--- src/verilog/tcc_map.vh ---
// Register map, field positions and coded values of the transmit command block.
// Included by the command block and its bit serializer; definitions only.
`ifndef TCC_MAP_VH
`define TCC_MAP_VH

// Register byte offsets
`define TCC_OFF_CMD 8'h00
`define TCC_OFF_CFG 8'h04
`define TCC_OFF_DESC 8'h08
`define TCC_OFF_SIZE 8'h0C
`define TCC_OFF_STAT 8'h10

// Command register fields
`define TCC_CMD_ABORT 0
`define TCC_CMD_OFF 1
`define TCC_CMD_INIT 2
`define TCC_CMD_HOLD 3
`define TCC_CMD_NBSF 4

// Command encodings {init, off, abort}
`define TCC_ENC_CLEAR 3'h0
`define TCC_ENC_OFF 3'h2
`define TCC_ENC_ABORT 3'h3
`define TCC_ENC_JUMP 3'h4
`define TCC_ENC_INIT 3'h5

// Configuration register fields
`define TCC_CFG_MODE_LSB 0
`define TCC_CFG_MODE_MSB 2
`define TCC_CFG_IFS 3
`define TCC_CFG_FFS 4
`define TCC_CFG_LOOP 5
`define TCC_CFG_FLAG_LSB 8
`define TCC_CFG_FLAG_MSB 15
`define TCC_CFG_RESET 32'h0000_7E00

// Channel modes
`define TCC_MODE_TRA 3'h0
`define TCC_MODE_TRB 3'h1
`define TCC_MODE_TRR 3'h2
`define TCC_MODE_HDLC 3'h3
`define TCC_MODE_V110 3'h4

// Fill and abort patterns, sent least significant bit first
`define TCC_FILL_FLAG 8'h7E
`define TCC_FILL_ONES 8'hFF
`define TCC_FILL_ZERO 8'h00
`define TCC_AB_HDLC 16'h7FFE
`define TCC_AB_HDLC_LEN 5'h0F
`define TCC_AB_ZERO 16'h0000
`define TCC_AB_TRB_LEN 5'h08
`define TCC_AB_TRR_LEN 5'h10
`define TCC_BYTE_LEN 5'h08
// Three ten-octet frames of zero bits
`define TCC_V110_ZERO_OCTETS 5'h1E
// Hold descriptor polls beyond the buffer size before the buffer is empty
`define TCC_POLL_EXTRA 7'h02

`endif

--- src/verilog/tcc_serializer.v ---
// Bit serializer of the transmit formatter: loads up to 16 bits with a
// length and shifts them out least significant bit first, one per shift enable.
// Assumes the loader only loads while the serializer reports empty.
`timescale 1ns/10ps
`include "tcc_map.vh"

module tcc_serializer #(
  parameter W = 16
) (
  input wire i_clk,
  input wire i_rstn,
  input wire i_clr,
  input wire i_load,
  input wire [W-1:0] i_data,
  input wire [4:0] i_len,
  input wire i_shift,
  output wire o_bit,
  output wire o_empty
);

  reg [W-1:0] sh_q;
  reg [4:0] cnt_q;

  assign o_bit = sh_q[0];
  assign o_empty = (cnt_q == 5'h00);

  always @(posedge i_clk) begin
    if (!i_rstn || i_clr) begin
      sh_q <= {W{1'b1}};
      cnt_q <= 5'h00;
    end else if (i_load) begin
      sh_q <= i_data;
      cnt_q <= i_len;
    end else if (i_shift && !o_empty) begin
      sh_q <= {1'b1, sh_q[W-1:1]};
      cnt_q <= cnt_q - 5'h01;
    end
  end

endmodule // tcc_serializer

--- src/verilog/tcc_tx_cmd.v ---
// Transmit channel command control: AHB-Lite register slave, command decode,
// transmit formatter with fill and abort patterns, and descriptor steering.
// Assumes one channel, a link clock and time slot strobe from the PCM line,
// and a DMA side on the system clock that supplies buffered transmit octets.
//
// Contract
// - Off command clears abort, sets off, resets formatter, stops buffer reads.
// - While off, output time slots are high impedance.
// - With loop set, off keeps formatter running and only tristates the line.
// - Init ending off sends fill first (7E, FF or 00 by mode), then data.
// - Transparent mode A fill is the custom flag when selected, else FF.
// - Abort encoding clears off, sets abort, acts in the formatter only.
// - Abort ends the open frame with the mode's abort sequence.
// - After the abort sequence, or at once, mode-specific fill is sent.
// - During abort the formatter reads no buffer; descriptor handling continues.
// - Withdrawn abort resumes from buffer; remaining data starts a new frame.
// - Hold descriptor polled size plus two times means the buffer is empty.
// - Jump clears off and abort, finishes descriptor, then branches to start.
// - Jump after a descriptor without frame end appends to the open frame.
// - Init in normal operation flushes buffer and branches, DMA side only.
// - Hold finishes the frame, V.110 sends three zero frames, then fill.
// - Init clears abort and acts on both DMA and serial sides; the code resets the serial side only before the first init or out of off.
// - Fill after hold is 7E, 00 or custom flag by mode and selects; the code sends FF after hold in HDLC with IFS set and in mode A without FFS.
//
// Local design decisions: the placing of the registers and register access over AHB-Lite.
`timescale 1ns/10ps
`include "tcc_map.vh"

module tcc_tx_cmd #(
  parameter AW = 32,
  parameter SZW = 6
) (
  input wire i_clk,
  input wire i_rstn,
  input wire i_hsel,
  input wire [31:0] i_haddr,
  input wire [1:0] i_htrans,
  input wire i_hwrite,
  input wire [2:0] i_hsize,
  input wire [31:0] i_hwdata,
  input wire i_hready,
  output reg [31:0] o_hrdata,
  output reg o_hreadyout,
  output reg o_hresp,
  input wire i_link_clk,
  input wire i_tslot,
  output reg o_txd,
  output reg o_txd_oe,
  input wire i_buf_valid,
  input wire [7:0] i_buf_data,
  input wire i_buf_end,
  output reg o_buf_rd,
  input wire i_desc_done,
  input wire i_hold_poll,
  output reg o_dma_branch,
  output reg o_dma_flush,
  output reg [AW-1:0] o_dma_addr,
  output reg [SZW-1:0] o_buf_size,
  output reg o_hold
);

  function [7:0] fill_char;
    input [2:0] mode;
    input ifs;
    input ffs;
    input [7:0] flag;
    begin
      case (mode)
        `TCC_MODE_HDLC: fill_char = ifs ? `TCC_FILL_ONES : `TCC_FILL_FLAG;
        `TCC_MODE_TRA: fill_char = ffs ? flag : `TCC_FILL_ONES;
        default: fill_char = `TCC_FILL_ZERO;
      endcase
    end
  endfunction

  // Bus slave: one wait state, then write or read in the data phase
  reg ph_q;
  reg wr_q;
  reg [7:0] adr_q;
  reg [31:0] cfg_q;
  reg inited_q;
  reg off_q;
  reg abort_q;
  reg jump_q;
  reg frame_open_q;
  reg fill_first_q;
  reg abseq_q;
  reg [4:0] zcnt_q;
  reg [6:0] poll_q;
  reg lk1_q, lk2_q, lk3_q, ts1_q, ts2_q;

  wire [2:0] mode = cfg_q[`TCC_CFG_MODE_MSB:`TCC_CFG_MODE_LSB];
  wire [7:0] flag = cfg_q[`TCC_CFG_FLAG_MSB:`TCC_CFG_FLAG_LSB];
  wire [7:0] fill = fill_char(mode, cfg_q[`TCC_CFG_IFS], cfg_q[`TCC_CFG_FFS], flag);
  wire framed = (mode == `TCC_MODE_HDLC) || (mode == `TCC_MODE_TRB) ||
    (mode == `TCC_MODE_TRR);
  wire loop_on = cfg_q[`TCC_CFG_LOOP];
  wire drained = ({1'b0, o_buf_size} + `TCC_POLL_EXTRA) <= poll_q;
  wire acc = i_hsel && i_htrans[1] && i_hready;
  wire do_wr = ph_q && wr_q;
  wire cmd_v = do_wr && (adr_q == `TCC_OFF_CMD);
  wire [2:0] enc = {i_hwdata[`TCC_CMD_INIT], i_hwdata[`TCC_CMD_OFF],
    i_hwdata[`TCC_CMD_ABORT]};
  wire c_off = cmd_v && (enc == `TCC_ENC_OFF);
  wire c_abort = cmd_v && (enc == `TCC_ENC_ABORT);
  wire c_jump = cmd_v && (enc == `TCC_ENC_JUMP);
  wire c_init = cmd_v && (enc == `TCC_ENC_INIT);
  wire c_clear = cmd_v && (enc == `TCC_ENC_CLEAR);
  wire hold_set = cmd_v && i_hwdata[`TCC_CMD_HOLD] && !o_hold;
  // Serial side acts on init only before first init or out of the off condition
  wire init_ser = c_init && (!inited_q || off_q);
  wire fmt_clr = !inited_q || (off_q && !loop_on) || init_ser || c_off && !loop_on;

  always @(posedge i_clk) begin
    if (!i_rstn) begin
      ph_q <= 1'b0;
      wr_q <= 1'b0;
      adr_q <= 8'h00;
      o_hreadyout <= 1'b1;
      o_hresp <= 1'b0;
      o_hrdata <= 32'h0000_0000;
    end else begin
      ph_q <= acc && !ph_q;
      o_hreadyout <= !(acc && !ph_q);
      if (acc && !ph_q) begin
        wr_q <= i_hwrite;
        adr_q <= i_haddr[7:0];
      end
      if (ph_q && !wr_q) begin
        case (adr_q)
          `TCC_OFF_CMD: o_hrdata <= {27'h0, 1'b0, o_hold, 3'h0};
          `TCC_OFF_CFG: o_hrdata <= cfg_q;
          `TCC_OFF_DESC: o_hrdata <= o_dma_addr;
          `TCC_OFF_SIZE: o_hrdata <= {{(32-SZW){1'b0}}, o_buf_size};
          `TCC_OFF_STAT: o_hrdata <= {16'h0, 1'b0, poll_q, 1'b0, drained, jump_q,
            frame_open_q, o_hold, abort_q, off_q, inited_q};
          default: o_hrdata <= 32'h0000_0000;
        endcase
      end
    end
  end

  // Configuration, start address, size and hold
  always @(posedge i_clk) begin
    if (!i_rstn) begin
      cfg_q <= `TCC_CFG_RESET;
      o_dma_addr <= {AW{1'b0}};
      o_buf_size <= {SZW{1'b0}};
      o_hold <= 1'b0;
      poll_q <= 7'h00;
    end else begin
      if (do_wr && adr_q == `TCC_OFF_CFG)
        cfg_q <= i_hwdata;
      if (do_wr && adr_q == `TCC_OFF_DESC)
        o_dma_addr <= i_hwdata[AW-1:0];
      if (do_wr && adr_q == `TCC_OFF_SIZE && !inited_q)
        o_buf_size <= i_hwdata[SZW-1:0];
      if (c_init && i_hwdata[`TCC_CMD_NBSF])
        o_buf_size <= i_hwdata[SZW+7:8];
      if (cmd_v)
        o_hold <= i_hwdata[`TCC_CMD_HOLD];
      if (!o_hold || cmd_v)
        poll_q <= 7'h00;
      else if (i_hold_poll && poll_q != 7'h7F)
        poll_q <= poll_q + 7'h01;
    end
  end

  // Command conditions and descriptor steering
  always @(posedge i_clk) begin
    if (!i_rstn) begin
      inited_q <= 1'b0;
      off_q <= 1'b0;
      abort_q <= 1'b0;
      jump_q <= 1'b0;
      o_dma_branch <= 1'b0;
      o_dma_flush <= 1'b0;
    end else begin
      o_dma_branch <= 1'b0;
      o_dma_flush <= 1'b0;
      if (c_off) begin
        off_q <= 1'b1;
        abort_q <= 1'b0;
      end
      if (c_abort) begin
        off_q <= 1'b0;
        abort_q <= 1'b1;
      end
      if ((c_clear && inited_q) || c_jump) begin
        off_q <= 1'b0;
        abort_q <= 1'b0;
      end
      if (c_init) begin
        inited_q <= 1'b1;
        off_q <= 1'b0;
        abort_q <= 1'b0;
        jump_q <= 1'b0;
        o_dma_flush <= 1'b1;
        o_dma_branch <= 1'b1;
      end else if (c_jump && inited_q) begin
        jump_q <= 1'b1;
      end else if (jump_q && i_desc_done) begin
        jump_q <= 1'b0;
        o_dma_branch <= 1'b1;
      end
    end
  end

  // Link clock and time slot strobe are synchronised before use
  always @(posedge i_clk) begin
    if (!i_rstn) begin
      lk1_q <= 1'b0;
      lk2_q <= 1'b0;
      lk3_q <= 1'b0;
      ts1_q <= 1'b0;
      ts2_q <= 1'b0;
    end else begin
      lk1_q <= i_link_clk;
      lk2_q <= lk1_q;
      lk3_q <= lk2_q;
      ts1_q <= i_tslot;
      ts2_q <= ts1_q;
    end
  end

  wire bit_en = lk2_q && !lk3_q && ts2_q;
  wire ser_bit;
  wire ser_empty;
  reg ld;
  reg [15:0] ld_data;
  reg [4:0] ld_len;
  reg take;

  // Next unit for the formatter, chosen when the serializer runs dry
  always @* begin
    ld = ser_empty && !fmt_clr && !o_buf_rd;
    ld_data = {8'h00, fill};
    ld_len = `TCC_BYTE_LEN;
    take = 1'b0;
    if (fill_first_q) begin
      ld_data = {8'h00, fill};
    end else if (abseq_q) begin
      case (mode)
        `TCC_MODE_HDLC: begin
          ld_data = `TCC_AB_HDLC;
          ld_len = `TCC_AB_HDLC_LEN;
        end
        `TCC_MODE_TRB: begin
          ld_data = `TCC_AB_ZERO;
          ld_len = `TCC_AB_TRB_LEN;
        end
        `TCC_MODE_TRR: begin
          ld_data = `TCC_AB_ZERO;
          ld_len = `TCC_AB_TRR_LEN;
        end
        `TCC_MODE_V110: ld_data = `TCC_AB_ZERO;
        default: ld_data = {8'h00, fill};
      endcase
    end else if (zcnt_q != 5'h00) begin
      ld_data = `TCC_AB_ZERO;
    end else if (abort_q || (off_q && loop_on)) begin
      ld_data = {8'h00, fill};
    end else if (o_hold && !frame_open_q) begin
      ld_data = {8'h00, fill};
    end else if (i_buf_valid) begin
      ld_data = {8'h00, i_buf_data};
      take = 1'b1;
    end
  end

  always @(posedge i_clk) begin
    if (!i_rstn) begin
      frame_open_q <= 1'b0;
      fill_first_q <= 1'b0;
      abseq_q <= 1'b0;
      zcnt_q <= 5'h00;
      o_buf_rd <= 1'b0;
    end else begin
      o_buf_rd <= ld && take;
      if (fmt_clr) begin
        frame_open_q <= 1'b0;
        abseq_q <= 1'b0;
        zcnt_q <= 5'h00;
        fill_first_q <= 1'b1;
      end else if (c_abort) begin
        abseq_q <= frame_open_q || mode == `TCC_MODE_V110;
        frame_open_q <= 1'b0;
      end else if (hold_set && mode == `TCC_MODE_V110) begin
        zcnt_q <= `TCC_V110_ZERO_OCTETS;
      end else if (ld) begin
        if (fill_first_q)
          fill_first_q <= 1'b0;
        else if (abseq_q) begin
          abseq_q <= 1'b0;
          if (mode == `TCC_MODE_V110)
            zcnt_q <= `TCC_V110_ZERO_OCTETS - 5'h01;
        end else if (zcnt_q != 5'h00)
          zcnt_q <= zcnt_q - 5'h01;
        if (take)
          frame_open_q <= framed && !i_buf_end;
      end
    end
  end

  tcc_serializer #(
    .W(16)
  ) u_ser (
    .i_clk(i_clk),
    .i_rstn(i_rstn),
    .i_clr(fmt_clr),
    .i_load(ld),
    .i_data(ld_data),
    .i_len(ld_len),
    .i_shift(bit_en),
    .o_bit(ser_bit),
    .o_empty(ser_empty)
  );

  // Line driver: slots tristated while off or before the first init
  always @(posedge i_clk) begin
    if (!i_rstn) begin
      o_txd <= 1'b1;
      o_txd_oe <= 1'b0;
    end else begin
      o_txd_oe <= ts2_q && inited_q && !off_q && !c_off;
      if (bit_en && !ser_empty)
        o_txd <= ser_bit;
    end
  end

endmodule // tcc_tx_cmd

--- config.mk ---
export PLATFORM = sky130hd
export DESIGN_NAME = tcc_tx_cmd
export DESIGN_NICKNAME = d
export VERILOG_FILES = /design/src/verilog/tcc_serializer.v /design/src/verilog/tcc_tx_cmd.v
export VERILOG_INCLUDE_DIRS = /design/src /design/src/verilog
export SDC_FILE = /design/constraint.sdc
export NUM_CORES = 1
export LEC_CHECK = 0
export CORE_ASPECT_RATIO = 1.4
export CORE_UTILIZATION = 43
export DETAILED_ROUTE_END_ITERATION = 12
export DONT_BUFFER_PORTS = 1
export GPL_TIMING_DRIVEN = 0
export MAX_ROUTING_LAYER = met4
export PLACE_DENSITY = 0.64
export SETUP_SLACK_MARGIN = 0.3
export SLEW_MARGIN = 20
export SYNTH_ARGS = -nofsm -noshare
export SYNTH_HDL_FRONTEND = slang
export SYNTH_HIERARCHICAL = 1
export SYNTH_SLANG_ARGS = --single-unit
--- constraint.sdc ---
create_clock -name i_clk -period 6.7 [get_ports i_clk]
set_clock_uncertainty 0.05 [all_clocks]
set_input_delay 1.675 -clock i_clk [delete_from_list [all_inputs] [get_ports i_clk]]
set_output_delay 1.675 -clock i_clk [all_outputs]
set_load 0.005 [all_outputs]
==> impl_metrics.py <==
metrics = {
    "global_route": {
        "first_global_vias": 6599,
        "overflow": 0,
        "grt_use_total_pct": 27.25,
        "grtUsageMet1_pct": 29.27,
        "antenna_found_initial": 0,
        "grt_first_pass_wirelength_um": 36030,
        "grt_busiest_layer": "met2",
        "gr-usage-met2_pct": 46.81,
        "grt_start_max_net_pins": 17,
        "met3_usage_pct": 7.727,
    },
    "synth": {
        "synthSimpleGateAreaFrac_pct": 26.25,
        "synth_top_family_by_area": "simple AND/OR/NAND/NOR gates",
        "syn-mean-instance-area_um2": 7.959,
        "yosysMostFrequentCell": "nand2_1",
        "synth_commonest_cells": "nand2_1 (197), dfxtp_1 (164), a21oi_1 (107), o21ai_0 (56), clkbuf_1 (51)",
        "synth_async_sr_flop_share_pct": 0,
        "synth_xor_area_share_pct": 0.9296,
        "synth_top_area_share_pct": 43.56,
        "yosys.area_share.adder_pct": 1.826,
        "ys_ff_latch": 164,
        "synth_enable_flop_cells": 0,
        "synth_compound_area_share_pct": 20.47,
        "synth_top_cell_by_area": "dfxtp_1",
        "syn_inst": 947,
        "seq_area_frac_synth_pct": 43.56,
        "yosys.cell_types.count": 71,
        "yosysWarnings": 6,
        "syn_area_um2": 7537,
        "synth_mux_area_share_pct": 1.843,
        "yosys_most_used_dff": "dfxtp_1",
        "synth.area.top_cells": "dfxtp_1 (44%), nand2_1 (9.8%), a21oi_1 (7.1%)",
    },
    "power_and_ir_drop": {
        "p_leak_nw": 2.818,
        "vdd.ir_drop.worst_mv": 0.1762,
        "powerDensity_nw_per_um2": 240.3,
        "seq_power_share_pct": 48.6,
        "switching_share_pct": 24.28,
        "p_int_mw": 1.530,
        "pwr-share-clk_pct": 47.9,
        "power.switching_mw": 0.4908,
        "comb_power_share_pct": 3.5,
    },
    "die": {
        "core_um2": 16960,
        "die_area_um2": 18070,
        "rows": 56,
        "boundaryPins": 166,
        "start_util_pct": 44.45,
        "die_width_um": 113.9,
        "dieHeight_um": 158.7,
    },
    "cells_and_area": {
        "n_fill_cell": 1710,
        "synthToLayoutAreaGrowth_pct": 11.60,
        "design_area_um2": 8412,
        "nets": 1066,
        "drive_gt1_share_pct": 7.143,
        "n_antenna_cell": 0,
    },
    "detailed_routing": {
        "ant_nets": 0,
        "viasPerCell": 5.677,
        "drt_iter0_drc": 539,
        "drc": 0,
        "drt_wl_total_um": 23560,
        "routedWlPerCell_um": 19.44,
        "dr.pass1.iters": 5,
        "via_count": 6881,
    },
    "placed_design": {
        "dpl_cell_area_um2": 7831,
        "gp_congestion": 0.9070,
        "hpwl_um": 17470,
        "io_buffers": 0,
    },
    "cts": {
        "ctsHoldBuffers": 0,
        "cts_sinks": 164,
        "path_clk_slew_ns": 0.07,
        "cts_resized": 0,
        "cts_buffers": 17,
        "cts_root_buf": "clkbuf_16",
        "cts_setup_buffers": 0,
        "tritoncts": "built",
        "htree_levels": 4,
        "clock_latency_ns": 0.44,
        "cts_buffer_depth": 2,
    },
    "critical_path": {
        "cp.arrival_ns": 4.17,
        "rrSetupSlack_ns": 3.44,
        "cpMostUsedCell": "clkbuf_1",
        "critPathBufInv": 2,
        "critPathTopFamily": "simple AND/OR/NAND/NOR gates",
        "max_stage_delay_ns": 0.50,
        "crit_path_end_kind": "flip-flop",
        "crit_chain": "clkbuf_1 -> nand4b_1 -> a2111oi_4 -> or2_2 -> nor2b_1 -> nor2_1 -> clkbuf_1 -> a31oi_1",
        "critical-path-slowest-cell": "a2111oi_4",
        "critical_path_required_ns": 6.94,
        "critPathMaxFanout": 10,
        "worstSetupStartpointType": "input port",
        "path_class": "in -> reg",
    },
    "sta": {
        "period_needed_ns": 3.929,
        "setup_viol": 0,
        "slew_headroom_pct": 40.26,
        "rsz0062_at_grt": "false",
        "hold_slack_ns": 0.3939,
        "finalMaxSlewViolations": 0,
        "fmax_mhz": 254.5,
        "hold_viol": 0,
        "worstMarginPinSlew_ns": 0.8880,
        "finalCritPeriodShare_pct": 58.64,
        "tns_ns": 0,
    },
    "min_path": {
        "hold_path.class": "reg -> reg",
    },
    "run": {
        "maxCapViolCount": 0,
    },
    "status": {
        "outcome": "complete, no violations",
    },
}
==> metrics by stage <==
step                total power [mW]  util [%]  setup WS [ns]  std cells
CTS                            2.030     49.61          2.823       1212
floorplan                      1.051         -          2.868        948
finish                         2.021     49.61          2.771       1212
detailed placement             1.074     46.19          2.377       1180
global placement               1.074     46.19          2.400       1180
global route                   2.077     49.61          2.586       1212
==> flip-flops by register name, indices dropped and copies added, names as in the netlist, 5 cells and up <==
name and count:
u_ser/cnt_q 5, poll_q 7, u_ser/sh_q 16, cfg_q 32, o_dma_addr 32, zcnt_q 5
o_hrdata 32, o_buf_size 6, adr_q 8
==> cell usage in the layout, fill, tap and decap left out, types with 8 or more instances in the layout <==
cell type,n
nand2b_1,14
dfxtp_1,164
clkbuf_16,17
a22oi_1,29
inv_1,26
a21oi_1,107
clkbuf_1,52
nand3_1,31
and2_1,29
nor2_1,48
a31oi_1,18
nand2_1,197
ha_1,11
nand4_1,9
o21ai_0,56
nor3_1,8
nor2b_1,12
==> layer usage <==
metal / vias up / part of all wire (%)
met5: - / 0
met2: 233 / 50
li1: 3354 / -
met4: 0 / 3.8
met3: 50 / 8.1
met1: 3244 / 38
==> power by group through the flow <==
stage	clock, mW	sequential (mW)	combinational (mW)
global placement	0	1.00	0.0693
floorplan	0	1.00	0.0479
CTS	0.978	0.982	0.0700
detailed placement	0	1.00	0.0697
global route	1.02	0.982	0.0767
finish	0.969	0.982	0.0703
==> kinds of logic (layout without fill, tap and decap cells) <==
kind of cell,count (synthesis),count (layout)
XOR/XNOR,8,8
flip-flops,164,164
adder cells (fa/ha/maj),11,11
other,1,2
multiplexers,13,13
AND/OR/NAND/NOR,402,402
buffers and inverters,92,124
AO/OA/AOI/OAI,256,256
==> worst paths after layout <==
path / startpoint / end / cells past startpoint
worst min register to register: lk1_q / lk2_q / 1
worst max-delay path: i_hwdata[0] / u_ser/sh_q[8] / 8
worst min-delay path: lk1_q / lk2_q / 1
worst max register to register: u_ser/cnt_q[0] / zcnt_q[0] / 10
==> cell type report <==
cell class	instances	area [um^2]	share of cell area, %
Buffer	64	277.8	3.302
Clock buffer	19	442.9	5.266
Clock inverter	13	137.6	1.636
Inverter	28	105.1	1.249
Multi-Input combinational cell	692	3875	46.07
Sequential cell	164	3283	39.03
Tap cell	232	290.3	3.451
(Power assumes the default switching activity.)
